--- src/design/comp_cfg_pkg.sv ---
// Constants, field layout and helpers for the loop compensation register
package comp_cfg_pkg;

  // Command and framing
  localparam logic [7:0] CMD_CODE     = 8'hb1;
  localparam int         VALUE_BYTES  = 5;
  localparam int         VALUE_WIDTH  = 40;
  localparam logic [7:0] BYTE_COUNT   = 8'h05;
  localparam logic [7:0] RD_PAD_BYTE  = 8'hff;
  localparam logic [2:0] LAST_IDX     = 3'h5;
  localparam logic [2:0] DONE_IDX     = 3'h6;
  localparam logic [2:0] SAT_IDX      = 3'h7;

  // Value held before the start-up load arrives
  localparam logic [39:0] RESET_VALUE = 40'h00_0000_0000;

  // Field positions
  localparam int CZI_LO_MSB = 39;
  localparam int CZI_LO_LSB = 38;
  localparam int CPI_MSB    = 37;
  localparam int CPI_LSB    = 33;
  localparam int CZI_MUL    = 32;
  localparam int RVI_MSB    = 31;
  localparam int RVI_LSB    = 26;
  localparam int CZI_HI_MSB = 25;
  localparam int CZI_HI_LSB = 24;
  localparam int CZV_LO_MSB = 23;
  localparam int CZV_LO_LSB = 22;
  localparam int CPV_MSB    = 21;
  localparam int CPV_LSB    = 17;
  localparam int RSV_B16    = 16;
  localparam int RVV_MSB    = 15;
  localparam int RVV_LSB    = 10;
  localparam int CZV_HI_MSB = 9;
  localparam int CZV_HI_LSB = 8;
  localparam int RSV_HI_MSB = 7;
  localparam int RSV_HI_LSB = 6;
  localparam int GMV_MSB    = 5;
  localparam int GMV_LSB    = 4;
  localparam int RSV_LO_MSB = 3;
  localparam int RSV_LO_LSB = 2;
  localparam int GMI_MSB    = 1;
  localparam int GMI_LSB    = 0;

  // Split integrator codes: high pair and low pair sit apart
  function automatic logic [3:0] join_code(input logic [1:0] hi,
                                           input logic [1:0] lo);
    join_code = {hi, lo};
  endfunction

endpackage

--- src/design/wr_block_collect.sv ---
// Collects a block write: count byte then five value bytes
`timescale 1ns/1ps
module wr_block_collect (
  // Clock and reset
  input  wire logic        sys_clk,
  input  wire logic        rstn,
  input  wire logic        ce,
  // Byte stream
  input  wire logic        begin_write,
  input  wire logic        byte_valid,
  input  wire logic [7:0]  byte_data,
  input  wire logic        end_write,
  // Result
  output logic             word_valid,
  output logic [39:0]      word_data,
  output logic             frame_error
);
  logic        active_reg, active_next;
  logic        bad_reg, bad_next;
  logic [2:0]  idx_reg, idx_next;
  logic [39:0] word_reg, word_next;
  logic        ok_reg, ok_next;
  logic        err_reg, err_next;
  logic [2:0]  lane;

  // Next byte position; first value byte is the least significant
  always_comb begin
    active_next = active_reg;
    bad_next    = bad_reg;
    idx_next    = idx_reg;
    word_next   = word_reg;
    ok_next     = 1'b0;
    err_next    = 1'b0;
    lane        = idx_reg - 3'h1;
    if (begin_write) begin
      active_next = 1'b1;
      bad_next    = 1'b0;
      idx_next    = 3'h0;
    end else if (active_reg) begin
      if (byte_valid) begin
        if (idx_reg == 3'h0) begin
          bad_next = (byte_data != comp_cfg_pkg::BYTE_COUNT);
        end else if (idx_reg <= comp_cfg_pkg::LAST_IDX) begin
          word_next[{lane, 3'h0} +: 8] = byte_data;
        end else begin
          bad_next = 1'b1; // Too many bytes
        end
        if (idx_reg != comp_cfg_pkg::SAT_IDX) begin
          idx_next = idx_reg + 3'h1;
        end
      end
      if (end_write) begin
        active_next = 1'b0;
        // A short or padded frame must not change the register
        if (!bad_next && idx_next == comp_cfg_pkg::DONE_IDX) begin
          ok_next = 1'b1;
        end else begin
          err_next = 1'b1;
        end
      end
    end
  end

  // Registers only
  always_ff @(posedge sys_clk) begin
    if (!rstn) begin
      active_reg <= 1'b0;
      bad_reg    <= 1'b0;
      idx_reg    <= 3'h0;
      word_reg   <= 40'h00_0000_0000;
      ok_reg     <= 1'b0;
      err_reg    <= 1'b0;
    end else if (ce) begin
      active_reg <= active_next;
      bad_reg    <= bad_next;
      idx_reg    <= idx_next;
      word_reg   <= word_next;
      ok_reg     <= ok_next;
      err_reg    <= err_next;
    end
  end

  assign word_valid  = ok_reg;
  assign word_data   = word_reg;
  assign frame_error = err_reg;
endmodule

--- src/design/rd_block_serve.sv ---
// Serves a block read: count byte then five value bytes
`timescale 1ns/1ps
module rd_block_serve (
  // Clock and reset
  input  wire logic        sys_clk,
  input  wire logic        rstn,
  input  wire logic        ce,
  // Snapshot and byte requests
  input  wire logic        load,
  input  wire logic [39:0] load_data,
  input  wire logic        byte_req,
  // Answer
  output logic [7:0]       byte_data,
  output logic             byte_valid
);
  logic [39:0] snap_reg, snap_next;
  logic [2:0]  idx_reg, idx_next;
  logic [7:0]  dat_reg, dat_next;
  logic        vld_reg, vld_next;
  logic [2:0]  lane;

  // Snapshot keeps the bytes coherent if a write lands mid-read
  always_comb begin
    snap_next = snap_reg;
    idx_next  = idx_reg;
    dat_next  = dat_reg;
    vld_next  = 1'b0;
    lane      = idx_reg - 3'h1;
    if (load) begin
      snap_next = load_data;
      idx_next  = 3'h0;
    end else if (byte_req) begin
      vld_next = 1'b1;
      if (idx_reg == 3'h0) begin
        dat_next = comp_cfg_pkg::BYTE_COUNT;
      end else if (idx_reg <= comp_cfg_pkg::LAST_IDX) begin
        dat_next = snap_reg[{lane, 3'h0} +: 8];
      end else begin
        dat_next = comp_cfg_pkg::RD_PAD_BYTE;
      end
      if (idx_reg != comp_cfg_pkg::SAT_IDX) begin
        idx_next = idx_reg + 3'h1;
      end
    end
  end

  // Registers only
  always_ff @(posedge sys_clk) begin
    if (!rstn) begin
      snap_reg <= 40'h00_0000_0000;
      idx_reg  <= 3'h0;
      dat_reg  <= 8'h00;
      vld_reg  <= 1'b0;
    end else if (ce) begin
      snap_reg <= snap_next;
      idx_reg  <= idx_next;
      dat_reg  <= dat_next;
      vld_reg  <= vld_next;
    end
  end

  assign byte_data  = dat_reg;
  assign byte_valid = vld_reg;
endmodule

--- src/design/comp_cfg_regbank.sv ---
// Loop compensation register: stored copy, applied copy, load control
`timescale 1ns/1ps
module comp_cfg_regbank (
  // Clock, reset, enable
  input  wire logic        sys_clk,
  input  wire logic        rstn,
  input  wire logic        ce,
  // Transaction layer from the management bus engine
  input  wire logic        txn_start,
  input  wire logic [7:0]  txn_cmd,
  input  wire logic        txn_read,
  input  wire logic        wr_byte_valid,
  input  wire logic [7:0]  wr_byte_data,
  input  wire logic        txn_stop,
  input  wire logic        rd_byte_req,
  output logic [7:0]       rd_byte_data,
  output logic             rd_byte_valid,
  // Power and storage status
  input  wire logic        conversion_enabled,
  input  wire logic        restore_all,
  input  wire logic        analog_bias_supply_low,
  input  wire logic        init_ready,
  input  wire logic        strap_detect_bypass,
  input  wire logic [39:0] nvm_value,
  input  wire logic [39:0] strap_value,
  // Control loop selects
  output logic [3:0]       current_integrator_cap_code,
  output logic [4:0]       current_filter_cap_code,
  output logic             current_integrator_cap_doubler,
  output logic [5:0]       current_gain_resistor_code,
  output logic [3:0]       voltage_integrator_cap_code,
  output logic [4:0]       voltage_filter_cap_code,
  output logic [5:0]       voltage_gain_resistor_code,
  output logic [1:0]       voltage_transconductance_code,
  output logic [1:0]       current_transconductance_code,
  // Block status
  output logic             hw_update,
  output logic             update_pending,
  output logic             write_rejected,
  output logic             init_done
);

  typedef enum logic [1:0] {
    ST_INIT,
    ST_RUN,
    ST_BIAS_LOW
  } bank_state_t;

  bank_state_t state_reg, state_next;

  logic [39:0] stored_reg, stored_next;
  logic [39:0] applied_reg, applied_next;
  logic        pend_reg, pend_next;
  logic        upd_reg, upd_next;
  logic        rej_reg, rej_next;
  logic        done_reg, done_next;
  logic        wr_mine_reg, wr_mine_next;

  // Decoded bus events
  logic        hit;
  logic        begin_wr;
  logic        begin_rd;
  logic        wr_valid;
  logic [39:0] wr_word;
  logic        wr_err;
  logic [39:0] load_src;
  logic        load_evt;

  // Only our command code opens a frame; other codes belong elsewhere
  assign hit      = txn_start && (txn_cmd == comp_cfg_pkg::CMD_CODE);
  assign begin_wr = hit && !txn_read && (state_reg == ST_RUN);
  assign begin_rd = hit && txn_read;

  // Byte collector for block writes
  wr_block_collect u_collect (
    .sys_clk     (sys_clk),
    .rstn        (rstn),
    .ce          (ce),
    .begin_write (begin_wr),
    .byte_valid  (wr_byte_valid && wr_mine_reg),
    .byte_data   (wr_byte_data),
    .end_write   (txn_stop && wr_mine_reg),
    .word_valid  (wr_valid),
    .word_data   (wr_word),
    .frame_error (wr_err)
  );

  // Byte server for block reads, fed from the stored copy
  rd_block_serve u_serve (
    .sys_clk    (sys_clk),
    .rstn       (rstn),
    .ce         (ce),
    .load       (begin_rd),
    .load_data  (stored_reg),
    .byte_req   (rd_byte_req),
    .byte_data  (rd_byte_data),
    .byte_valid (rd_byte_valid)
  );

  // Reload source: strap detection when selected, else EEPROM copy
  assign load_src = strap_detect_bypass ? strap_value
                                        : nvm_value;

  // Restore command reloads while running; a host must have stored
  // the value first or the old one comes back
  assign load_evt = restore_all && (state_reg == ST_RUN);

  // Frame ownership: bytes between start and stop of our command
  always_comb begin
    wr_mine_next = wr_mine_reg;
    if (txn_start) begin
      wr_mine_next = begin_wr;
    end else if (txn_stop) begin
      wr_mine_next = 1'b0;
    end
  end

  // Power state: start-up load, run, and bias supply dropout
  always_comb begin
    state_next = state_reg;
    unique case (state_reg)
      ST_INIT: begin
        if (!analog_bias_supply_low && init_ready) begin
          state_next = ST_RUN;
        end
      end
      ST_RUN: begin
        if (analog_bias_supply_low) begin
          state_next = ST_BIAS_LOW;
        end
      end
      ST_BIAS_LOW: begin
        // Recovery waits for the storage to be read again
        if (!analog_bias_supply_low && init_ready) begin
          state_next = ST_RUN;
        end
      end
    endcase
  end

  // Stored and applied copies
  always_comb begin
    stored_next  = stored_reg;
    applied_next = applied_reg;
    upd_next     = 1'b0;
    rej_next     = 1'b0;
    done_next    = done_reg;
    if (state_next == ST_RUN && state_reg != ST_RUN) begin
      // Start-up or bias recovery: both copies take the source
      stored_next  = load_src;
      applied_next = load_src;
      upd_next     = 1'b1;
      done_next    = 1'b1;
    end else if (load_evt) begin
      // Restore beats a write in the same cycle, as the reload is
      // the newer request from the host's point of view
      stored_next  = load_src;
      applied_next = load_src;
      upd_next     = 1'b1;
    end else if (wr_valid && state_reg == ST_RUN) begin
      stored_next = wr_word;
      if (!conversion_enabled) begin
        applied_next = wr_word;
        upd_next     = 1'b1;
      end
    end
    if (wr_err) begin
      rej_next = 1'b1;
    end
    pend_next = (stored_next != applied_next);
  end

  // Registers only
  always_ff @(posedge sys_clk) begin
    if (!rstn) begin
      state_reg   <= ST_INIT;
      stored_reg  <= comp_cfg_pkg::RESET_VALUE;
      applied_reg <= comp_cfg_pkg::RESET_VALUE;
      pend_reg    <= 1'b0;
      upd_reg     <= 1'b0;
      rej_reg     <= 1'b0;
      done_reg    <= 1'b0;
      wr_mine_reg <= 1'b0;
    end else if (ce) begin
      state_reg   <= state_next;
      stored_reg  <= stored_next;
      applied_reg <= applied_next;
      pend_reg    <= pend_next;
      upd_reg     <= upd_next;
      rej_reg     <= rej_next;
      done_reg    <= done_next;
      wr_mine_reg <= wr_mine_next;
    end
  end

  // Current loop selects, taken from the applied copy only
  assign current_integrator_cap_code = comp_cfg_pkg::join_code(
    applied_reg[comp_cfg_pkg::CZI_HI_MSB:comp_cfg_pkg::CZI_HI_LSB],
    applied_reg[comp_cfg_pkg::CZI_LO_MSB:comp_cfg_pkg::CZI_LO_LSB]
  );
  assign current_filter_cap_code =
    applied_reg[comp_cfg_pkg::CPI_MSB:comp_cfg_pkg::CPI_LSB];
  assign current_integrator_cap_doubler =
    applied_reg[comp_cfg_pkg::CZI_MUL];
  assign current_gain_resistor_code =
    applied_reg[comp_cfg_pkg::RVI_MSB:comp_cfg_pkg::RVI_LSB];
  assign current_transconductance_code =
    applied_reg[comp_cfg_pkg::GMI_MSB:comp_cfg_pkg::GMI_LSB];

  // Voltage loop selects
  assign voltage_integrator_cap_code = comp_cfg_pkg::join_code(
    applied_reg[comp_cfg_pkg::CZV_HI_MSB:comp_cfg_pkg::CZV_HI_LSB],
    applied_reg[comp_cfg_pkg::CZV_LO_MSB:comp_cfg_pkg::CZV_LO_LSB]
  );
  assign voltage_filter_cap_code =
    applied_reg[comp_cfg_pkg::CPV_MSB:comp_cfg_pkg::CPV_LSB];
  assign voltage_gain_resistor_code =
    applied_reg[comp_cfg_pkg::RVV_MSB:comp_cfg_pkg::RVV_LSB];
  assign voltage_transconductance_code =
    applied_reg[comp_cfg_pkg::GMV_MSB:comp_cfg_pkg::GMV_LSB];

  // Reserved bits are stored as written and read back; the loop
  // ignores them, so a host that breaks the zero convention only
  // sees its own value echoed

  // Status outputs
  assign hw_update      = upd_reg;
  assign update_pending = pend_reg;
  assign write_rejected = rej_reg;
  assign init_done      = done_reg;

endmodule

--- config.mk ---
export PLATFORM = sky130hd
export DESIGN_NAME = comp_cfg_regbank
export DESIGN_NICKNAME = d
export VERILOG_FILES = /design/src/design/comp_cfg_pkg.sv /design/src/design/wr_block_collect.sv /design/src/design/rd_block_serve.sv /design/src/design/comp_cfg_regbank.sv
export SDC_FILE = /design/constraint.sdc
export NUM_CORES = 1
export LEC_CHECK = 0
export ABC_AREA = 1
export BUFFER_PORTS_ARGS = -buffer_cell sky130_fd_sc_hd__buf_2
export CELL_PAD_IN_SITES_DETAIL_PLACEMENT = 2
export CELL_PAD_IN_SITES_GLOBAL_PLACEMENT = 2
export CORE_UTILIZATION = 31
export CTS_CLUSTER_DIAMETER = 80
export CTS_CLUSTER_SIZE = 25
export DETAILED_ROUTE_END_ITERATION = 16
export PLACE_DENSITY = 0.8
export REMOVE_ABC_BUFFERS = 1
export SLEW_MARGIN = 25
export SYNTH_ARGS = -nofsm -noshare
export SYNTH_HDL_FRONTEND = slang
export SYNTH_HIERARCHICAL = 1
export SYNTH_SLANG_ARGS = --single-unit
--- constraint.sdc ---
create_clock -name sys_clk -period 3 [get_ports sys_clk]
set_clock_uncertainty 0.2 [all_clocks]
set_input_delay 0.6 -clock sys_clk [delete_from_list [all_inputs] [get_ports sys_clk]]
set_output_delay 0.6 -clock sys_clk [all_outputs]
set_load 0.02 [all_outputs]
* After elaboration in Yosys (flattened, before gate mapping)
Index checks and enable logic that the tools add are counted.
** Operators by class
- $add $sub $neg :: 5
- Order comparisons :: 2
- Equal/unequal tests :: 10
- Shifts and indexed selects :: 3
- Multiplexer cells :: 50
- Bitwise operators :: 3
- Reductions and logical operators :: 29
** Operator list (count)
- $mux 40 :: 8
- $bwmux 40 :: 1
- $ne 40x40->1 :: 1
- $shift 8x8->40 const A :: 1
- $shiftx 40x7->8 :: 1
- $shiftx 8x8->40 :: 1
- $mux 1 :: 27
- $mux 3 :: 9
- $mux 8 :: 2
- $logic_and 1x1->1 :: 11
- $eq 8x8->1 const B :: 1
- $ne 8x3->1 const B :: 1
- $neg 6->8 :: 1
- $reduce_and 2->1 :: 4
- $reduce_bool 2->1 :: 4
- $add 3x1->3 const B :: 2
- $le 3x3->1 const B :: 2
- $logic_not 3->1 :: 2
- $ne 3x3->1 const B :: 2
- $reduce_and 3->1 :: 2
- $reduce_and 6->1 :: 1
- $sub 3x1->3 const B :: 2
- $eq 2x1->1 const B :: 2
- $mux 2 :: 2
- 8 further kinds :: 12
** Word-level totals
- Flip-flop bits (word level) :: 186
- Bits of input ports :: 109
- Output and inout bits :: 48
- Word-level logic and storage cells :: 120

* Depth between registers and ports, before layout
- Depth after elaboration :: 12
- Mapped depth :: 16
- Mapped depth without buffers :: 16

* By module
The synthesis kept the hierarchy.
** Modules (own cells, without submodules)
- comp_cfg_regbank :: times used 1, cells each 1227, area each 6732.7 um^2, sequential area each 1741.7 um^2
- wr_block_collect :: times used 1, cells each 354, area each 2443.6 um^2, sequential area each 940.9 um^2
- rd_block_serve :: times used 1, cells each 347, area each 2422.3 um^2, sequential area each 1041.0 um^2

* Worst setup path after synthesis
OpenSTA, ideal clock, no wires.
- Kind :: register to register
- Start :: register u_collect.idx_reg[0]
- End :: register u_collect.word_reg[15], in the netlist u_collect/word_data[15]
- Setup time :: 0.070 ns
- Arrival :: 2.149 ns
- Data required time :: 2.730 ns
- Slack :: 0.581 ns
- Cell stages (with the launch flop) :: 13
- Buffers on the path :: 4
- Period minus slack after synthesis :: 2.419 ns
- Cells stage by stage :: dfxtp_1 buf_6 inv_2 buf_2 ha_1 xnor2_1 ha_1 buf_2 buf_2 nand3_1 nor2_1 nand3_1 a21oi_1
** On the way
- Cells in the longest elaborated chain, start to end :: 4
- Elaborated cells between the ends (all ways) :: 9
- Those cells by class :: 2 x add/sub; 1 x order compare; 2 x shift; 1 x mux; 1 x bitwise; 2 x reduce/logical
** RTL lines
- start: declaration :: line wr_block_collect.sv:20 : logic [2:0] idx_reg, idx_next;
- start signal: assignment :: line wr_block_collect.sv:76 : idx_reg <= idx_next;
- $sub 3x1->3 :: line wr_block_collect.sv:34 : lane = idx_reg - 3'h1;
- $neg 6->8 :: line wr_block_collect.sv:44 : word_next[{lane, 3'h0} +: 8] = byte_data;
- $shiftx 8x8->40 or $shift 8x8->40 (tied branches) :: line wr_block_collect.sv:44
- $bwmux 40 :: line wr_block_collect.sv:44
- end signal: assignment :: line wr_block_collect.sv:77 : word_reg <= word_next;
- end: declaration :: line wr_block_collect.sv:21 : logic [39:0] word_reg, word_next;
Several ways; a longest one is shown, not always the timed one.
A chain may end at the register's enable or synchronous reset.

* Worst setup path in the final report
- Start :: register u_collect.idx_reg[1]
- End :: register u_collect.word_reg[31], in the netlist u_collect/word_data[31]
The elaborated chain is that of the path after synthesis.

==> summary.txt <==
Outcome
  • Run status: completed

Critical path
  • Crit Path Class: reg2reg
  • Reg2reg end: u_collect/word_data[31]
  • Critical Path Start: u_collect/idx_reg[1]
  • RR Startpoint: u_collect/idx_reg[1]
  • Flop2flop setup slack: 310 ps
  • Required @ worst endpoint: 3190 ps
  • Startpoint types: flop
  • Critical path arrival: 2880 ps
  • Crit path to: u_collect/word_data[31]
  • Crit path max fanout: 15
  • Worst setup EP type: flop
  • Cells on worst reg2reg path: 10

Die
  • Row count: 70
  • Initial Util: 0.316
  • Die extent in x: 195 um
  • Die Ht: 195 um
  • I/O pins: 157
  • Die area: around 38000 um^2
  • CORE AREA: around 37000 um^2

Timing
  • Max Clk Rate: 372 MHz
  • Setup violations, final: 0
  • RSZ-0062 raised after global routing: false
  • Hold Vio Cnt, Final: 0
  • Slew @ Worst Pin: about 600 ps
  • Minimum clock period: 2690 ps
  • Max-Slew Margin vs Limit: 0.598
  • Final worst path period share: 0.897
  • Slew Limit Fails: 0
  • Hold slack: ~250 ps

Final layout
  • Nets: 2127
  • Fillers: 4573
  • Final non-filler cell total: between 2000 and 2500
  • Commonest non-fill, non-tap cell in the layout: nand2_1
  • Area Overhead vs Synth: 13.9%
  • Antenna cells: 0
  • Most frequent cells in the layout: nand2_1 (537), nor2_1 (331), inv_1 (189)
  • Share of layout cells above drive strength 1: 0.134

Global routing
  • All-Layer GR Usage: 0.261
  • First-pass GRT wire length: 77.4 mm
  • Largest net degree at the start of global routing: 84
  • Initial antenna violation count: 2
  • Congestion Overflow GR: 0
  • Number of global-route vias before repair: 13873

Routing
  • Wire per inst: 19.8 um
  • Routed WL: 49.2 mm
  • DRC viols: 0
  • Post-DR vias/cell: just over 5
  • Routed via count: between 10000 and 15000
  • Initial DRC Count: 558
  • Number of nets with antenna violations after routing: 0
  • TritonRoute pass-1 iters: 4

Yosys
  • Post-Syn Area: 11600 um^2
  • Yosys warns: 6
  • Syn Area/Cell: 6.02 um^2
  • Synth Register Bits: 186
  • Post-synthesis sequential area ratio: 0.321
  • Synth async-reset ratio: 0
  • Synth Instances: between 1500 and 2000
  • Synth unique cells: 39
  • Post-synth top flop: dfxtp_1
  • Yosys top cell area share: 0.321
  • Largest cells by area after synthesis: dfxtp_1 (32%), nand2_1 (17%), nor2_1 (11%)
  • Number of synthesized flops with an enable pin: 0
  • Yosys top cell by area: dfxtp_1

Flow run
  • Number of max-cap violations: 0

Power and ir drop
  • Worst IR drop on VDD: ~0.43 mV
  • Lkg Pwr: around 6.2 nW
  • Logic gate share of total power: 0.193
  • Sw power: 2.03 mW
  • Power per cell area: 479 nW/um^2
  • Register share of total power: 0.421
  • Internal: 4.30 mW
  • Clk network pwr share: 0.386
  • Switching Share: 0.321

Clock tree
  • Post-CTS Setup Inserts: 0
  • # resized after CTS: 0
  • Root Driver: clkbuf_16
  • CTS Hold Bufs: 0
  • Htree depth: 4
  • CTS sink cnt: 186
  • CTS tree: done
  • Clock Pin Slew Worst Setup and Hold Paths: 70 ps
  • Clock Latency Late Sink: 460 ps
  • CTS Buf Count: 17
  • Longest Clk Path Bufs: 2

Placement
  • Port buffer count: 156
  • Dpl hpwl: 36.7 mm
  • Routability cong.: ~0.88
  • Placed cell count: roughly 2500

Worst hold path
  • Worst Hold Class: in2reg
[worst min path at each step]
stage | to | cells after the start | slack (ps) | from
3_3_place_gp | u_serve/snap_reg[23] | 2 | 240 | u_serve/snap_reg[23]
4_1_cts | u_collect/word_data[2] | 3 | 240 | wr_byte_data[2]
3_5_place_dp | u_serve/snap_reg[23] | 2 | 250 | u_serve/snap_reg[23]
6_report | u_collect/word_data[2] | 3 | 250 | wr_byte_data[2]
5_1_grt | u_collect/word_data[2] | 3 | 250 | wr_byte_data[2]
2_1_floorplan | u_serve/snap_reg[12] | 2 | 230 | u_serve/snap_reg[12]
[cell usage after synthesis, types with 2 or more instances]
master	count
buf_8	2
nand4_1	19
a211oi_1	16
nor2_1	331
nor2_2	3
clkbuf_1	47
buf_1	5
buf_2	34
inv_2	10
nor3b_1	2
o211ai_1	9
nand2_4	3
nand3_4	3
a21oi_1	113
nor3_1	32
nor2_4	2
a31oi_1	15
nand3_1	121
inv_4	3
nand2_2	8
nand2_1	538
o21ai_0	152
buf_4	43
inv_1	189
ha_1	12
nor2_8	2
o21ai_1	9
dfxtp_1	186
buf_6	9
[worst max-delay path: stages (launching register included)]
cell and delay [ps]:
dfxtp_1 430, inv_1 170, ha_1 220, xnor2_1 140, ha_1 570, nand2_1 100, nor2_1 130, nand2_1 220
inv_2 240, nor2_1 80, nor2_1 120
[layout make-up]
type                            instances  area [um^2]  area share
Multi-Input combinational cell       1399         6290       0.476
Inverter                              203          769      0.0582
Sequential cell                       186         3720       0.282
Clock inverter                         12          164      0.0124
Tap cell                              468          586      0.0443
Clock buffer                           20          447      0.0338
Timing Repair Buffer                  199         1230      0.0934
[kinds of logic after synthesis]
| family | synth area share |
|---|---|
| buffers and inverters | 0.137 |
| adders and majority gates | 0.0129 |
| AOI/OAI and AO/OA | 0.145 |
| and+or+nand+nor | 0.381 |
| xor gates and xnor gates | 0.00291 |
| DFF | 0.321 |
[power by group through the flow]
stage / combinational, mW / clock (mW) / sequential (mW)
after floorplan: 0.637 / 0 / 2.73
after global placement: 1.16 / 0 / 2.71
after detailed placement: 1.21 / 0 / 2.72
after CTS: 1.23 / 2.51 / 2.66
after global routing: 1.36 / 2.59 / 2.67
final: 1.22 / 2.45 / 2.66
[per-stage QoR]
stage	total power [mW]	TNS [ps]	instance area (um^2)	util	setup slack (ps)
detailed placement	3.93	0	12600	0.343	259
global placement	3.87	0	12600	0.343	314
finish	6.33	0	13200	0.360	310
global route	6.62	0	13200	0.360	132
CTS	6.40	0	13200	0.360	340
floorplan	3.36	-36.4	10800	-	-36.4
[routing by layer]
metal,global-route usage,vias to the layer above,share of wire
li1,-,6218,-
met1,0.324,6352,0.45
met5,0,-,0
met4,0.0840,0,0.023
met2,0.460,228,0.49
met3,0.0392,65,0.039
No activity file was read; power rests on OpenSTA's default activity.
